**config.mk**
```make
export PLATFORM = sky130hd
export DESIGN_NAME = sfr_dev_flat
export DESIGN_NICKNAME = d
export VERILOG_FILES = /design/src/sfr_pkg.sv /design/src/sfr_if.sv /design/src/sfr_dev.sv /design/src/flat_wrapper.sv
export SDC_FILE = /design/constraint.sdc
export NUM_CORES = 1
export LEC_CHECK = 0
export BUFFER_PORTS_ARGS = -buffer_cell sky130_fd_sc_hd__buf_2
export CAP_MARGIN = 20
export CORE_ASPECT_RATIO = 1.25
export CORE_MARGIN = 3
export CORE_UTILIZATION = 54
export DETAILED_ROUTE_END_ITERATION = 8
export PLACE_DENSITY = 0.83
export REMOVE_ABC_BUFFERS = 1
export SLEW_MARGIN = 20
export SYNTH_ARGS = -nofsm -noshare
export SYNTH_HDL_FRONTEND = slang
export SYNTH_SLANG_ARGS = --single-unit
```
**constraint.sdc**
```tcl
create_clock -name CLK_I -period 4.4 [get_ports CLK_I]
set_clock_uncertainty 0.05 [all_clocks]
set_input_delay 0.44 -clock CLK_I [delete_from_list [all_inputs] [get_ports CLK_I]]
set_output_delay 0.44 -clock CLK_I [all_outputs]
set_load 0.005 [all_outputs]
```
**src/sfr_pkg.sv**
```systemverilog
// constants and types shared by both ends of the flash rescue link
package sfr_pkg;
   localparam int unsigned CLK_PERIOD_PS = 4000;
   localparam int unsigned DESEL_MIN_NS = 50;
   localparam int unsigned DESEL_MIN_CYC = (DESEL_MIN_NS * 1000 + CLK_PERIOD_PS - 1) / CLK_PERIOD_PS;
   localparam int unsigned SCK_HALF_CYC = 6;
   localparam int unsigned NUM_STEP1 = 6;
   localparam logic [5:0] STEP1_LEN [NUM_STEP1] = '{6'h07, 6'h09, 6'h0d, 6'h11, 6'h19, 6'h21};
   localparam logic [5:0] PLR_LEN = 6'h08;
   localparam logic [5:0] IFR_LEN = 6'h10;
   localparam logic [7:0] ARRAY_ERASED = 8'hff;
   localparam logic [7:0] STATUS_DELIVERED = 8'h00;
   localparam logic [15:0] PCFG_DELIVERED = 16'hffff;
   typedef enum logic [1:0] {SFR_PROTO_EXT, SFR_PROTO_DUAL, SFR_PROTO_QUAD} sfr_proto_e;
   typedef enum logic [1:0] {SFR_SEQ_NONE, SFR_SEQ_PLR, SFR_SEQ_IFR} sfr_seq_e;
endpackage

```
**src/sfr_if.sv**
```systemverilog
// serial link between flash controller and flash rescue detector
`timescale 1ns/100ps
`default_nettype none
interface sfr_if;
   logic sck;
   logic cs_n;
   logic io_line_zero;
   logic io_line_hold_three;
   modport ctrl (output sck, output cs_n, output io_line_zero, output io_line_hold_three);
   modport dev (input sck, input cs_n, input io_line_zero, input io_line_hold_three);
endinterface
`default_nettype wire

```
**src/sfr_dev.sv**
```systemverilog
// flash side: detects recovery and rescue select-window patterns
//
// Behaviour
// - power loss may leave random startup protocol
// - recovery forces single-line, fetch off until power-up
// - rescue forces single-line, fetch off; persistent config applies at power-up
// - controller rewrites persistent config afterwards
// - controller sends step one before step two
// - chip select high at least 50ns between windows
// - step one windows 7,9,13,17,25,33 ones
// - recovery step two is 8 ones
// - after step two accept single-line commands
// - rescue step two is 16 ones
// - double-edge mode drives ones both edges
// - delivered array reads FFh
// - delivered status reads 00h
// - delivered persistent config reads FFFFh
// - step one sets fetch confirmation, no reset
// - controller then issues reset-enable, reset-memory
`timescale 1ns/100ps
`default_nettype none
module sfr_dev
   import sfr_pkg::*;
(
   // clock and reset
   input wire logic CLK_I,
   input wire logic SYS_RST_I,
   // link
   sfr_if.dev LINK,
   // power state and stored configuration
   input wire logic POWER_UP_I,
   input wire logic [1:0] PCFG_PROTO_I,
   input wire logic PCFG_FETCH_I,
   input wire logic BUSY_I,
   // interface state
   output logic [1:0] PROTO_O,
   output logic FETCH_MODE_O,
   output logic FETCH_CONFIRM_O,
   output logic PINNED_O,
   output logic CMD_READY_O,
   output logic PLR_DONE_O,
   output logic IFR_DONE_O,
   output logic ABORT_BUSY_O,
   // delivered values
   output logic [7:0] ARRAY_BYTE_O,
   output logic [7:0] STATUS_O,
   output logic [15:0] PCFG_O
);
   typedef enum logic [2:0] {SFR_IDLE, SFR_STEP1, SFR_STEP2} sfr_st_e;

   function automatic logic [2:0] next_index(input logic [2:0] idx);
      next_index = idx + 3'h1;
   endfunction

   // a clean 7-clock window opens a fresh step one, except while step two is awaited
   function automatic logic opens_step1(input logic ok, input logic [5:0] cnt);
      opens_step1 = ok && (cnt == STEP1_LEN[0]);
   endfunction

   // two-stage synchronisers for every pin
   // reset to all ones: a clock pin already high after release is not taken as a rise
   logic [3:0] s1_r, s2_r, s3_r;
   logic [3:0] pins;
   assign pins = {LINK.sck, LINK.cs_n, LINK.io_line_zero, LINK.io_line_hold_three};
   always_ff @(posedge CLK_I) begin
      if (SYS_RST_I) begin
         s1_r <= 4'hf;
         s2_r <= 4'hf;
         s3_r <= 4'hf;
      end else begin
         s1_r <= pins;
         s2_r <= s1_r;
         s3_r <= s2_r;
      end
   end
   logic sck_rise, cs_rise, cs_low, ones;
   assign sck_rise = s2_r[3] & ~s3_r[3];
   assign cs_low = ~s2_r[2];
   assign cs_rise = s2_r[2] & ~s3_r[2];
   assign ones = s2_r[1] & s2_r[0];

   sfr_st_e st_r, st_nxt;
   logic [5:0] cnt_r, cnt_nxt;
   logic ok_r, ok_nxt;
   logic [2:0] idx_r, idx_nxt;
   logic [1:0] proto_r, proto_nxt;
   logic fetch_r, fetch_nxt, conf_r, conf_nxt, pin_r, pin_nxt;
   logic plr_r, plr_nxt, ifr_r, ifr_nxt;

   always_comb begin
      st_nxt = st_r;
      cnt_nxt = cnt_r;
      ok_nxt = ok_r;
      idx_nxt = idx_r;
      proto_nxt = proto_r;
      fetch_nxt = fetch_r;
      conf_nxt = conf_r;
      pin_nxt = pin_r;
      plr_nxt = 1'b0;
      ifr_nxt = 1'b0;
      if (POWER_UP_I) begin
         // stored config may be corrupt; adopt it as-is
         proto_nxt = PCFG_PROTO_I;
         fetch_nxt = PCFG_FETCH_I;
         conf_nxt = ~PCFG_FETCH_I;
         pin_nxt = 1'b0;
         st_nxt = SFR_IDLE;
         idx_nxt = 3'h0;
      end
      if (cs_low && sck_rise) begin
         // count clocks while selected, holding at 63; a clock without all-ones clears ok
         if (cnt_r != 6'h3f) begin
            cnt_nxt = cnt_r + 6'h01;
         end
         if (!ones) begin
            ok_nxt = 1'b0;
         end
      end
      if (cs_rise) begin
         cnt_nxt = 6'h00;
         ok_nxt = 1'b1;
         unique case (st_r)
            SFR_IDLE, SFR_STEP1: begin
               if (ok_r && cnt_r == STEP1_LEN[idx_r]) begin
                  if (idx_r == 3'(NUM_STEP1 - 1)) begin
                     st_nxt = SFR_STEP2;
                     idx_nxt = 3'h0;
                     // fetch ended, array operations untouched
                     conf_nxt = 1'b1;
                     fetch_nxt = 1'b0;
                  end else begin
                     st_nxt = SFR_STEP1;
                     idx_nxt = next_index(idx_r);
                  end
               end else begin
                  // a stray window restarts the search
                  st_nxt = SFR_IDLE;
                  idx_nxt = opens_step1(ok_r, cnt_r) ? 3'h1 : 3'h0;
                  if (opens_step1(ok_r, cnt_r)) begin
                     st_nxt = SFR_STEP1;
                  end
               end
            end
            SFR_STEP2: begin
               // a step two of any other length is dropped; the controller starts over
               st_nxt = SFR_IDLE;
               if (ok_r && cnt_r == PLR_LEN) begin
                  proto_nxt = SFR_PROTO_EXT;
                  fetch_nxt = 1'b0;
                  conf_nxt = 1'b1;
                  pin_nxt = 1'b1;
                  plr_nxt = 1'b1;
               end else if (ok_r && cnt_r == IFR_LEN) begin
                  // only the interface resets; busy work runs on
                  // stored protocol applies again at the next power-up
                  // either sequence ends in single-line mode, fetch off
                  // a pinned state is never undone here
                  proto_nxt = SFR_PROTO_EXT;
                  fetch_nxt = 1'b0;
                  conf_nxt = 1'b1;
                  ifr_nxt = 1'b1;
               end
            end
            default: st_nxt = SFR_IDLE;
         endcase
      end
   end

   always_ff @(posedge CLK_I) begin
      if (SYS_RST_I) begin
         st_r <= SFR_IDLE;
         cnt_r <= 6'h00;
         ok_r <= 1'b1;
         idx_r <= 3'h0;
         proto_r <= SFR_PROTO_EXT;
         fetch_r <= 1'b0;
         conf_r <= 1'b1;
         pin_r <= 1'b0;
         plr_r <= 1'b0;
         ifr_r <= 1'b0;
      end else begin
         st_r <= st_nxt;
         cnt_r <= cnt_nxt;
         ok_r <= ok_nxt;
         idx_r <= idx_nxt;
         proto_r <= proto_nxt;
         fetch_r <= fetch_nxt;
         conf_r <= conf_nxt;
         pin_r <= pin_nxt;
         plr_r <= plr_nxt;
         ifr_r <= ifr_nxt;
      end
   end

   assign PROTO_O = proto_r;
   assign FETCH_MODE_O = fetch_r;
   assign FETCH_CONFIRM_O = conf_r;
   assign PINNED_O = pin_r;
   assign CMD_READY_O = (proto_r == SFR_PROTO_EXT) && !fetch_r;
   assign PLR_DONE_O = plr_r;
   assign IFR_DONE_O = ifr_r;
   // rescue never aborts internal work
   assign ABORT_BUSY_O = 1'b0 & BUSY_I;
   assign ARRAY_BYTE_O = ARRAY_ERASED;
   assign STATUS_O = STATUS_DELIVERED;
   assign PCFG_O = PCFG_DELIVERED;
endmodule
`default_nettype wire

```
**src/flat_wrapper.sv**
```systemverilog
// flat-port wrapper written by rule: the top's interface ports become plain ports
module sfr_dev_flat import sfr_pkg::*;
  (CLK_I, SYS_RST_I, POWER_UP_I, PCFG_PROTO_I, PCFG_FETCH_I, BUSY_I, PROTO_O, FETCH_MODE_O, FETCH_CONFIRM_O, PINNED_O, CMD_READY_O, PLR_DONE_O, IFR_DONE_O, ABORT_BUSY_O, ARRAY_BYTE_O, STATUS_O, PCFG_O, LINK_sck, LINK_cs_n, LINK_io_line_zero, LINK_io_line_hold_three);
  sfr_if LINK_i ();
  input wire logic CLK_I;
  input wire logic SYS_RST_I;
  input wire logic POWER_UP_I;
  input wire logic [1:0] PCFG_PROTO_I;
  input wire logic PCFG_FETCH_I;
  input wire logic BUSY_I;
  output logic [1:0] PROTO_O;
  output logic FETCH_MODE_O;
  output logic FETCH_CONFIRM_O;
  output logic PINNED_O;
  output logic CMD_READY_O;
  output logic PLR_DONE_O;
  output logic IFR_DONE_O;
  output logic ABORT_BUSY_O;
  output logic [7:0] ARRAY_BYTE_O;
  output logic [7:0] STATUS_O;
  output logic [15:0] PCFG_O;
  input wire logic [$bits(LINK_i.sck)-1:0] LINK_sck;
  input wire logic [$bits(LINK_i.cs_n)-1:0] LINK_cs_n;
  input wire logic [$bits(LINK_i.io_line_zero)-1:0] LINK_io_line_zero;
  input wire logic [$bits(LINK_i.io_line_hold_three)-1:0] LINK_io_line_hold_three;
  assign LINK_i.sck = LINK_sck;
  assign LINK_i.cs_n = LINK_cs_n;
  assign LINK_i.io_line_zero = LINK_io_line_zero;
  assign LINK_i.io_line_hold_three = LINK_io_line_hold_three;
  sfr_dev u_core (.CLK_I(CLK_I), .SYS_RST_I(SYS_RST_I), .LINK(LINK_i), .POWER_UP_I(POWER_UP_I), .PCFG_PROTO_I(PCFG_PROTO_I), .PCFG_FETCH_I(PCFG_FETCH_I), .BUSY_I(BUSY_I), .PROTO_O(PROTO_O), .FETCH_MODE_O(FETCH_MODE_O), .FETCH_CONFIRM_O(FETCH_CONFIRM_O), .PINNED_O(PINNED_O), .CMD_READY_O(CMD_READY_O), .PLR_DONE_O(PLR_DONE_O), .IFR_DONE_O(IFR_DONE_O), .ABORT_BUSY_O(ABORT_BUSY_O), .ARRAY_BYTE_O(ARRAY_BYTE_O), .STATUS_O(STATUS_O), .PCFG_O(PCFG_O));
endmodule
```
==> results by group, run 1 <==
Run status
  – Outcome: complete, no violations

Placed design
  – Placed insts: 215
  – Detail Placement HPWL: 1.88 mm
  – Placer Congestion: 0.818
  – Post-Place Setup Slack: 2150 ps
  – Port Buffers: 17

Cells and area
  – Antenna fix cells: 0
  – Register area: 581 µm²
  – Multi-input logic area: 800 µm²
  – Most common cell after layout, fill and taps aside: conb_1
  – Most frequent cells in the layout: conb_1, dfxtp_1, buf_2, nor2_1, or2_2
  – Nets: 204
  – Final std cells w/o fill: 223
  – Area grow syn2layout: 0.796%
  – Layout cells sized above 1: 21.7%
  – Final core utilization: 58.0%
  – Fillcell total: 263

Pwr
  – PnR Total Power: 455 µW
  – PD cells: 287 nW/µm²
  – Pleak: 0.000674 µW
  – Worst VDD drop: 0.290 mV

Yosys
  – Seq/Total Area, Yosys: 36.9%
  – Ranking of synthesized cells by area: dfxtp_1, buf_4, ha_1, or2_2, mux2i_1
  – Largest area contributor in the netlist: dfxtp_1
  – Synth unique cells: 40
  – Mean post-synth cell area: 9.09 µm²
  – Post-synthesis async set-or-reset flop share: 0%
  – Main flop type after synthesis: dfxtp_1
  – Post-synth EDFFs: 0
  – Cells after Synth: 173
  – Synthesized area: 1570 µm²
  – Synth warn: 0
  – Synthesized flop and latch total: 29
  – Top-area cell type share of the netlist area: 36.9%

STA
  – Setup ws final: 2150 ps
  – Post-layout minimum cycle time: 2250 ps
  – Slew Viols, Final: 0
  – Tcrit/Tclk final: 51.1%
  – Final Setup Violations: 0
  – Setup_tns: 0 ps
  – RSZ-0062 raised after global routing: false
  – Peak Freq: 0.445 GHz
  – Fin. Hold Viols: 0

Die
  – Top-Level Pins: 52
  – Core area: 2730 µm²
  – Die area: 3600 µm²
  – Chip width: 54.3 µm
  – Num rows: 21
  – Die height: 66.3 µm
  – Starting Density: 57.6%

Critical path
  – Setup CP Type: reg -> reg
  – CP arrival: 2400 ps
  – CP Capture Type: flop
  – Critical path required time: 4550 ps
  – Reg2reg path depth: 8
  – CP max FO: 7
  – CP Launch Type: flop

Detailed routing
  – Detailed-route vias per instance: 4.80
  – Vias: 1070
  – Detailed Route WL: 2.46 mm
  – WL/cell: 11.0 µm
  – Initial DRC Count: 21
  – ANT nets after route: 0
  – First drt pass iteration count: 4
  – Residual DRC: 0

GRT
  – Gr ovfl total: 0
  – First-pass GRT wire length: 3.98 mm
  – GRT Total Usage: 15.4%
  – Largest net degree at the start of global routing: 21
  – Initial antenna violation count: 0
  – Vias in the first global route: 911

Clock tree
  – Post-CTS Resized: 0
  – Worst-path clk slew: 90 ps
  – # H-tree levels: 2
  – CTS Buf Count: 5
  – Clock Tree Buf Depth: 2
  – Post-CTS setup buffer count: 0
  – Skew-Pair Late Insertion Delay: 320 ps
  – CTS Sinks: 29
  – CTS tree: built
  – Post-CTS Hold Buffers: 0
  – Root buf cell: clkbuf_4

Job
  – Max cap viols: 0

Min path
  – Hold Path Class: in -> reg
  – Worst Hold Path Cells: 2
## where the power goes
part | internal (µW) | leakage (µW) | total (µW) | switching [µW]
Combinational | 11.9 | 0.000407 | 31.2 | 19.3
Sequential | 269 | 0.000237 | 271 | 2.89
Clock | 60.1 | 0.0000310 | 152 | 92.0
## layout make-up
class / instances / share of cell area (%)
clock inverter: 3 / 1.10
clock buffer: 5 / 2.37
timing repair buffer: 17 / 5.37
sequential: 29 / 36.6
tap: 34 / 2.68
inverter: 6 / 1.42
multi-input combinational: 129 / 50.4
## worst max-delay path, stage by stage, from the launching register on
cell and delay (ps):
dfxtp_1 510, inv_1 130, ha_1 340, xor2_1 150, nor2_1 130, o21ai_2 80
a211oi_4 340, nand4_1 200, nor3b_1 190
## flip-flops by register name, summed over array words and instances (netlist names)
name	cells
u_core.FETCH_CONFIRM_O	1
u_core.s2_r	4
u_core.s1_r	4
u_core.s3_r	2
u_core.PROTO_O	2
u_core.ok_r	1
u_core.PINNED_O	1
u_core.PLR_DONE_O	1
u_core.idx_r	3
u_core.cnt_r	6
u_core.FETCH_MODE_O	1
u_core.st_r	2
u_core.IFR_DONE_O	1
## synthesized netlist by cell type, types with 2 or more instances
cell and number:
buf_4 34, nor2_1 12, xor2_1 5, ha_1 5
nor3b_1 3, mux2i_1 5, conb_1 2, a21oi_1 6
dfxtp_1 29, or2_2 10, nand4_1 5, xnor2_1 3
nand2_1 9, inv_1 6, clkbuf_1 4, or3_1 3
nand3_1 4, a21o_1 2, o21ai_0 2, nand2b_1 4
## final timing paths
kind                               from                             end  slack, ps
min                   LINK_io_line_zero       u_core.s1_r[1]$_SDFF_PP1_        240
max          u_core.idx_r[0]$_SDFF_PP0_  u_core.FETCH_MODE_O$_SDFF_PP0_       2150
min reg2reg   u_core.s1_r[1]$_SDFF_PP1_       u_core.s2_r[1]$_SDFF_PP1_        360
max reg2reg  u_core.idx_r[0]$_SDFF_PP0_  u_core.FETCH_MODE_O$_SDFF_PP0_       2150
## routing by layer
| layer | GRT usage (%) | share of wire (%) |
|---|---|---|
| met5 | 0 | 0 |
| met4 | 7.48 | 1.7 |
| met3 | 5.42 | 5.5 |
| met2 | 24.3 | 52 |
| met1 | 18.1 | 41 |
## stage by stage
step | area (µm²) | hold slack [ps]
after floorplan | 1400 | 339
final | 1590 | 243
after CTS | 1590 | 228
after global routing | 1590 | 218
after detailed placement | 1530 | 346
after global placement | 1530 | 342
## cells by family (layout without fill, tap and decap cells)
logic type               Yosys count  after routing  synth area share (%)
AND/OR/NAND/NOR                   58             58                  21.2
AO/OA/AOI/OAI                     20             20                  10.2
flip-flops                        29             29                  36.9
other                              2             33                 0.478
buffers and inverters             46             31                  19.6
multiplexers                       5              5                  3.18
adder cells (fa/ha/maj)            5              5                  3.98
XOR/XNOR                           8              8                  4.46
No activity file was read; power rests on OpenSTA's default activity.
==> run 2: changes to the inputs <==
--- a/config.mk
+++ b/config.mk
@@ -5,13 +5,14 @@
 export SDC_FILE = /design/constraint.sdc
 export NUM_CORES = 1
 export LEC_CHECK = 0
+export ABC_AREA = 1
 export BUFFER_PORTS_ARGS = -buffer_cell sky130_fd_sc_hd__buf_2
 export CAP_MARGIN = 20
 export CORE_ASPECT_RATIO = 1.25
 export CORE_MARGIN = 3
-export CORE_UTILIZATION = 54
+export CORE_UTILIZATION = 45
 export DETAILED_ROUTE_END_ITERATION = 8
-export PLACE_DENSITY = 0.83
+export PLACE_DENSITY = 0.73
 export REMOVE_ABC_BUFFERS = 1
 export SLEW_MARGIN = 20
 export SYNTH_ARGS = -nofsm -noshare
==> constraint.sdc (replaced) <==
create_clock -name CLK_I -period 1.85 [get_ports CLK_I]
set_clock_uncertainty 0.05 [all_clocks]
set_input_delay 0.185 -clock CLK_I [delete_from_list [all_inputs] [get_ports CLK_I]]
set_output_delay 0.185 -clock CLK_I [all_outputs]
set_load 0.005 [all_outputs]
==> results by group, run 2 <==
STA
  – Tcrit/Tclk final: 93.5% (+42 points)
  – Final Setup Violations: 0 (unchanged)
  – Post-layout minimum cycle time: 1730 ps (-517 ps)
  – Fin. Hold Viols: 0 (unchanged)
  – Slew Viols, Final: 0 (unchanged)
  – Worst Hold Slack: 31.4 ps (-212 ps)
  – Peak Freq: 0.578 GHz (+30%)
  – Setup_tns: 0 ps (unchanged)

Yosys
  – Mean post-synth cell area: 7.33 µm² (-19%)
  – Seq/Total Area, Yosys: 36.0% (-0.92 points)
  – Synth unique cells: 26 (-35%)
  – Post-synthesis async set-or-reset flop share: 0% (unchanged)
  – Synth warn: 0 (unchanged)
  – Most frequent cells after synthesis: nand2_1, buf_4, dfxtp_1, inv_1, nand3_1
  – Top-area cell type share of the netlist area: 36.0% (-0.92 points)
  – Post-synth EDFFs: 0 (unchanged)
  – Synthesized area: 1610 µm² (+2.5%)
  – Synthesized flop and latch total: 29 (unchanged)
  – Main flop type after synthesis: dfxtp_1
  – Cells after Synth: 220 (+27%)
  – Largest area contributor in the netlist: dfxtp_1
  – Ranking of synthesized cells by area: dfxtp_1, buf_4, nand2_1, nand3_1, inv_1
  – Top-count cell post-synth: nand2_1

Run status
  – Outcome: complete, no violations

Clock tree
  – CTS tree: built
  – # H-tree levels: 2 (unchanged)
  – Skew-Pair Late Insertion Delay: 280 ps (-40 ps)
  – CTS Sinks: 29 (unchanged)
  – Clock Tree Buf Depth: 2 (unchanged)
  – CTS Buf Count: 5 (unchanged)
  – Worst-path clk slew: 70 ps (-20 ps)
  – Root buf cell: clkbuf_8

Pwr
  – PnR Total Power: 1280 µW (+180%)
  – PD cells: 741 nW/µm² (+160%)
  – Pleak: 0.000806 µW (+19%)
  – Worst VDD drop: 0.637 mV (+120%)

Cells and area
  – Regs by FF count: u_core.cnt_r x6, u_core.s1_r x4, u_core.s2_r x4
  – Final core utilization: 52.1% (-5.9 points)
  – Fillcell total: 326 (+24%)
  – Max reg flops: 6 (unchanged)
  – Area grow syn2layout: 6.90%
  – Antenna fix cells: 0 (unchanged)
  – Most common cell after layout, fill and taps aside: nand2_1
  – Layout cells sized above 1: 22.1% (+0.44 points)
  – Largest Register: u_core.cnt_r
  – Most frequent cells in the layout: nand2_1, conb_1, dfxtp_1, inv_1, nand3_1
  – Nets: 259 (+27%)

Critical path
  – CP max FO: 5 (-2)
  – CP bufs+invs: 2 (+1)
  – Setup CP Type: reg -> reg
  – CP Launch Type: flop
  – Critical path's top delay family: simple AND/OR/NAND/NOR gates
  – Max incr delay on CP: 340 ps (-170 ps)
  – CP cell instances: ha_1, nand2_1, nor2_1, a21oi_2, inv_2, nor2_2, inv_2, nor2_1, xor2_1, nor2_1
  – CP Capture Type: flop
  – Critical-path top delay cell: dfxtp_1
  – Crit-path most repeated cell: nor2_1
  – Critical path required time: 1980 ps (-2570 ps)
  – CP arrival: 1860 ps (-540 ps)

Detailed routing
  – Detailed-route vias per instance: 4.66 (-2.9%)
  – ANT nets after route: 0 (unchanged)
  – Residual DRC: 0 (unchanged)
  – Initial DRC Count: 52 (+150%)
  – First drt pass iteration count: 4 (unchanged)
  – WL/cell: 10.1 µm (-8.6%)
  – Vias: 1309 (+22%)
  – Detailed Route WL: 2.83 mm (+15%)

Die
  – Die height: 72.9 µm (+9.9%)
  – Starting Density: 48.7% (-8.8 points)
  – Num rows: 23 (+9.5%)
  – Core area: 3310 µm² (+21%)
  – Top-Level Pins: 52 (unchanged)
  – Chip width: 59.5 µm (+9.7%)
  – Die area: 4340 µm² (+21%)

GRT
  – Initial antenna violation count: 0 (unchanged)
  – Vias in the first global route: 1131 (+24%)
  – GRT Total Usage: 15.0% (-0.44 points)
  – Largest net degree at the start of global routing: 17 (-19%)
  – Gr ovfl total: 0 (unchanged)
  – First-pass GRT wire length: 4.86 mm (+22%)

Placed design
  – Port Buffers: 17 (unchanged)
  – Placer Congestion: 0.826 (+1.0%)
  – Detail Placement HPWL: 2.16 mm (+15%)

Job
  – Max cap viols: 0 (unchanged)

Min path
  – Hold Path Class: in -> reg
==> run 2: cell types whose count changed after synthesis, sizes merged, moves of 3 or more <==
cell	before	now
or3	3	0
nand2	9	40
inv	6	26
nor3b	3	0
o21ai	3	8
xnor2	3	0
mux2i	5	0
clkbuf	4	1
nand3	4	22
buf	36	33
nor2	12	18
nand2b	5	0
a21oi	6	16
xor2	5	1
==> run 2: logic make-up after synthesis <==
logic type / count (synthesis) / synth area share [%]
xor gates and xnor gates: 1 / 0.543
other: 2 / 0.466
DFF: 29 / 36.0
and+or+nand+nor: 97 / 28.5
adders and majority gates: 5 / 3.88
AOI/OAI and AO/OA: 26 / 8.92
buffers and inverters: 60 / 21.6
==> run 2: power by group <==
group	total, µW	switching (µW)	internal, µW
Sequential	647	7.05	640
Combinational	85.9	55.2	30.7
Clock	544	243	301
Total	1280	306	971
==> run 2: layout make-up <==
type	instances	area [µm²]	area share (%)
well taps	37	46.3	2.69
repair buffers	19	100	5.81
multi-input cells	162	802	46.5
clock buffers	6	82.6	4.79
flip-flops and latches	29	582	33.7
inverters	26	97.6	5.66
clock inverters	2	13.8	0.798
==> run 2: worst reg2reg max path: stages (launching register included) <==
cell	delay, ps
dfxtp_1	340
ha_1	240
nand2_1	120
nor2_1	80
a21oi_2	250
inv_2	90
nor2_2	100
inv_2	50
nor2_1	100
xor2_1	150
nor2_1	50
==> run 2: routing by layer <==
layer,vias to the layer above,GRT usage (%),part of all wire [%]
met2,53,22.8,48
met1,570,18.2,42
li1,680,-,-
met4,0,7.64,1.9
met3,6,5.66,8.4
met5,-,0,0
==> run 2: worst paths after layout <==
path | cells after the start | to | slack (ps) | from
worst max-delay path | 10 | u_core.cnt_r[5]$_SDFFE_PP0P_ | 120 | u_core.cnt_r[0]$_SDFFE_PP0P_
worst min-delay path | 2 | u_core.s1_r[2]$_SDFF_PP1_ | 30 | LINK_cs_n
worst max register to register | 10 | u_core.cnt_r[5]$_SDFFE_PP0P_ | 120 | u_core.cnt_r[0]$_SDFFE_PP0P_
worst min register to register | 1 | u_core.s2_r[0]$_SDFF_PP1_ | 360 | u_core.s1_r[0]$_SDFF_PP1_
==> run 2: repair_timing <==
item	CTS	global route
hold buffers	0	0
resized for setup	0	2
setup endpoints to repair	0	6
buffers inserted	0	1
==> run 2: stage by stage <==
step                      setup slack [ps]  instances  cell area (µm²)
after global placement                 160        272             1620
after CTS                              125        280             1710
after global routing                 -16.8        281             1720
after floorplan                        251        217             1480
after detailed placement               152        272             1620
final                                  119        281             1720
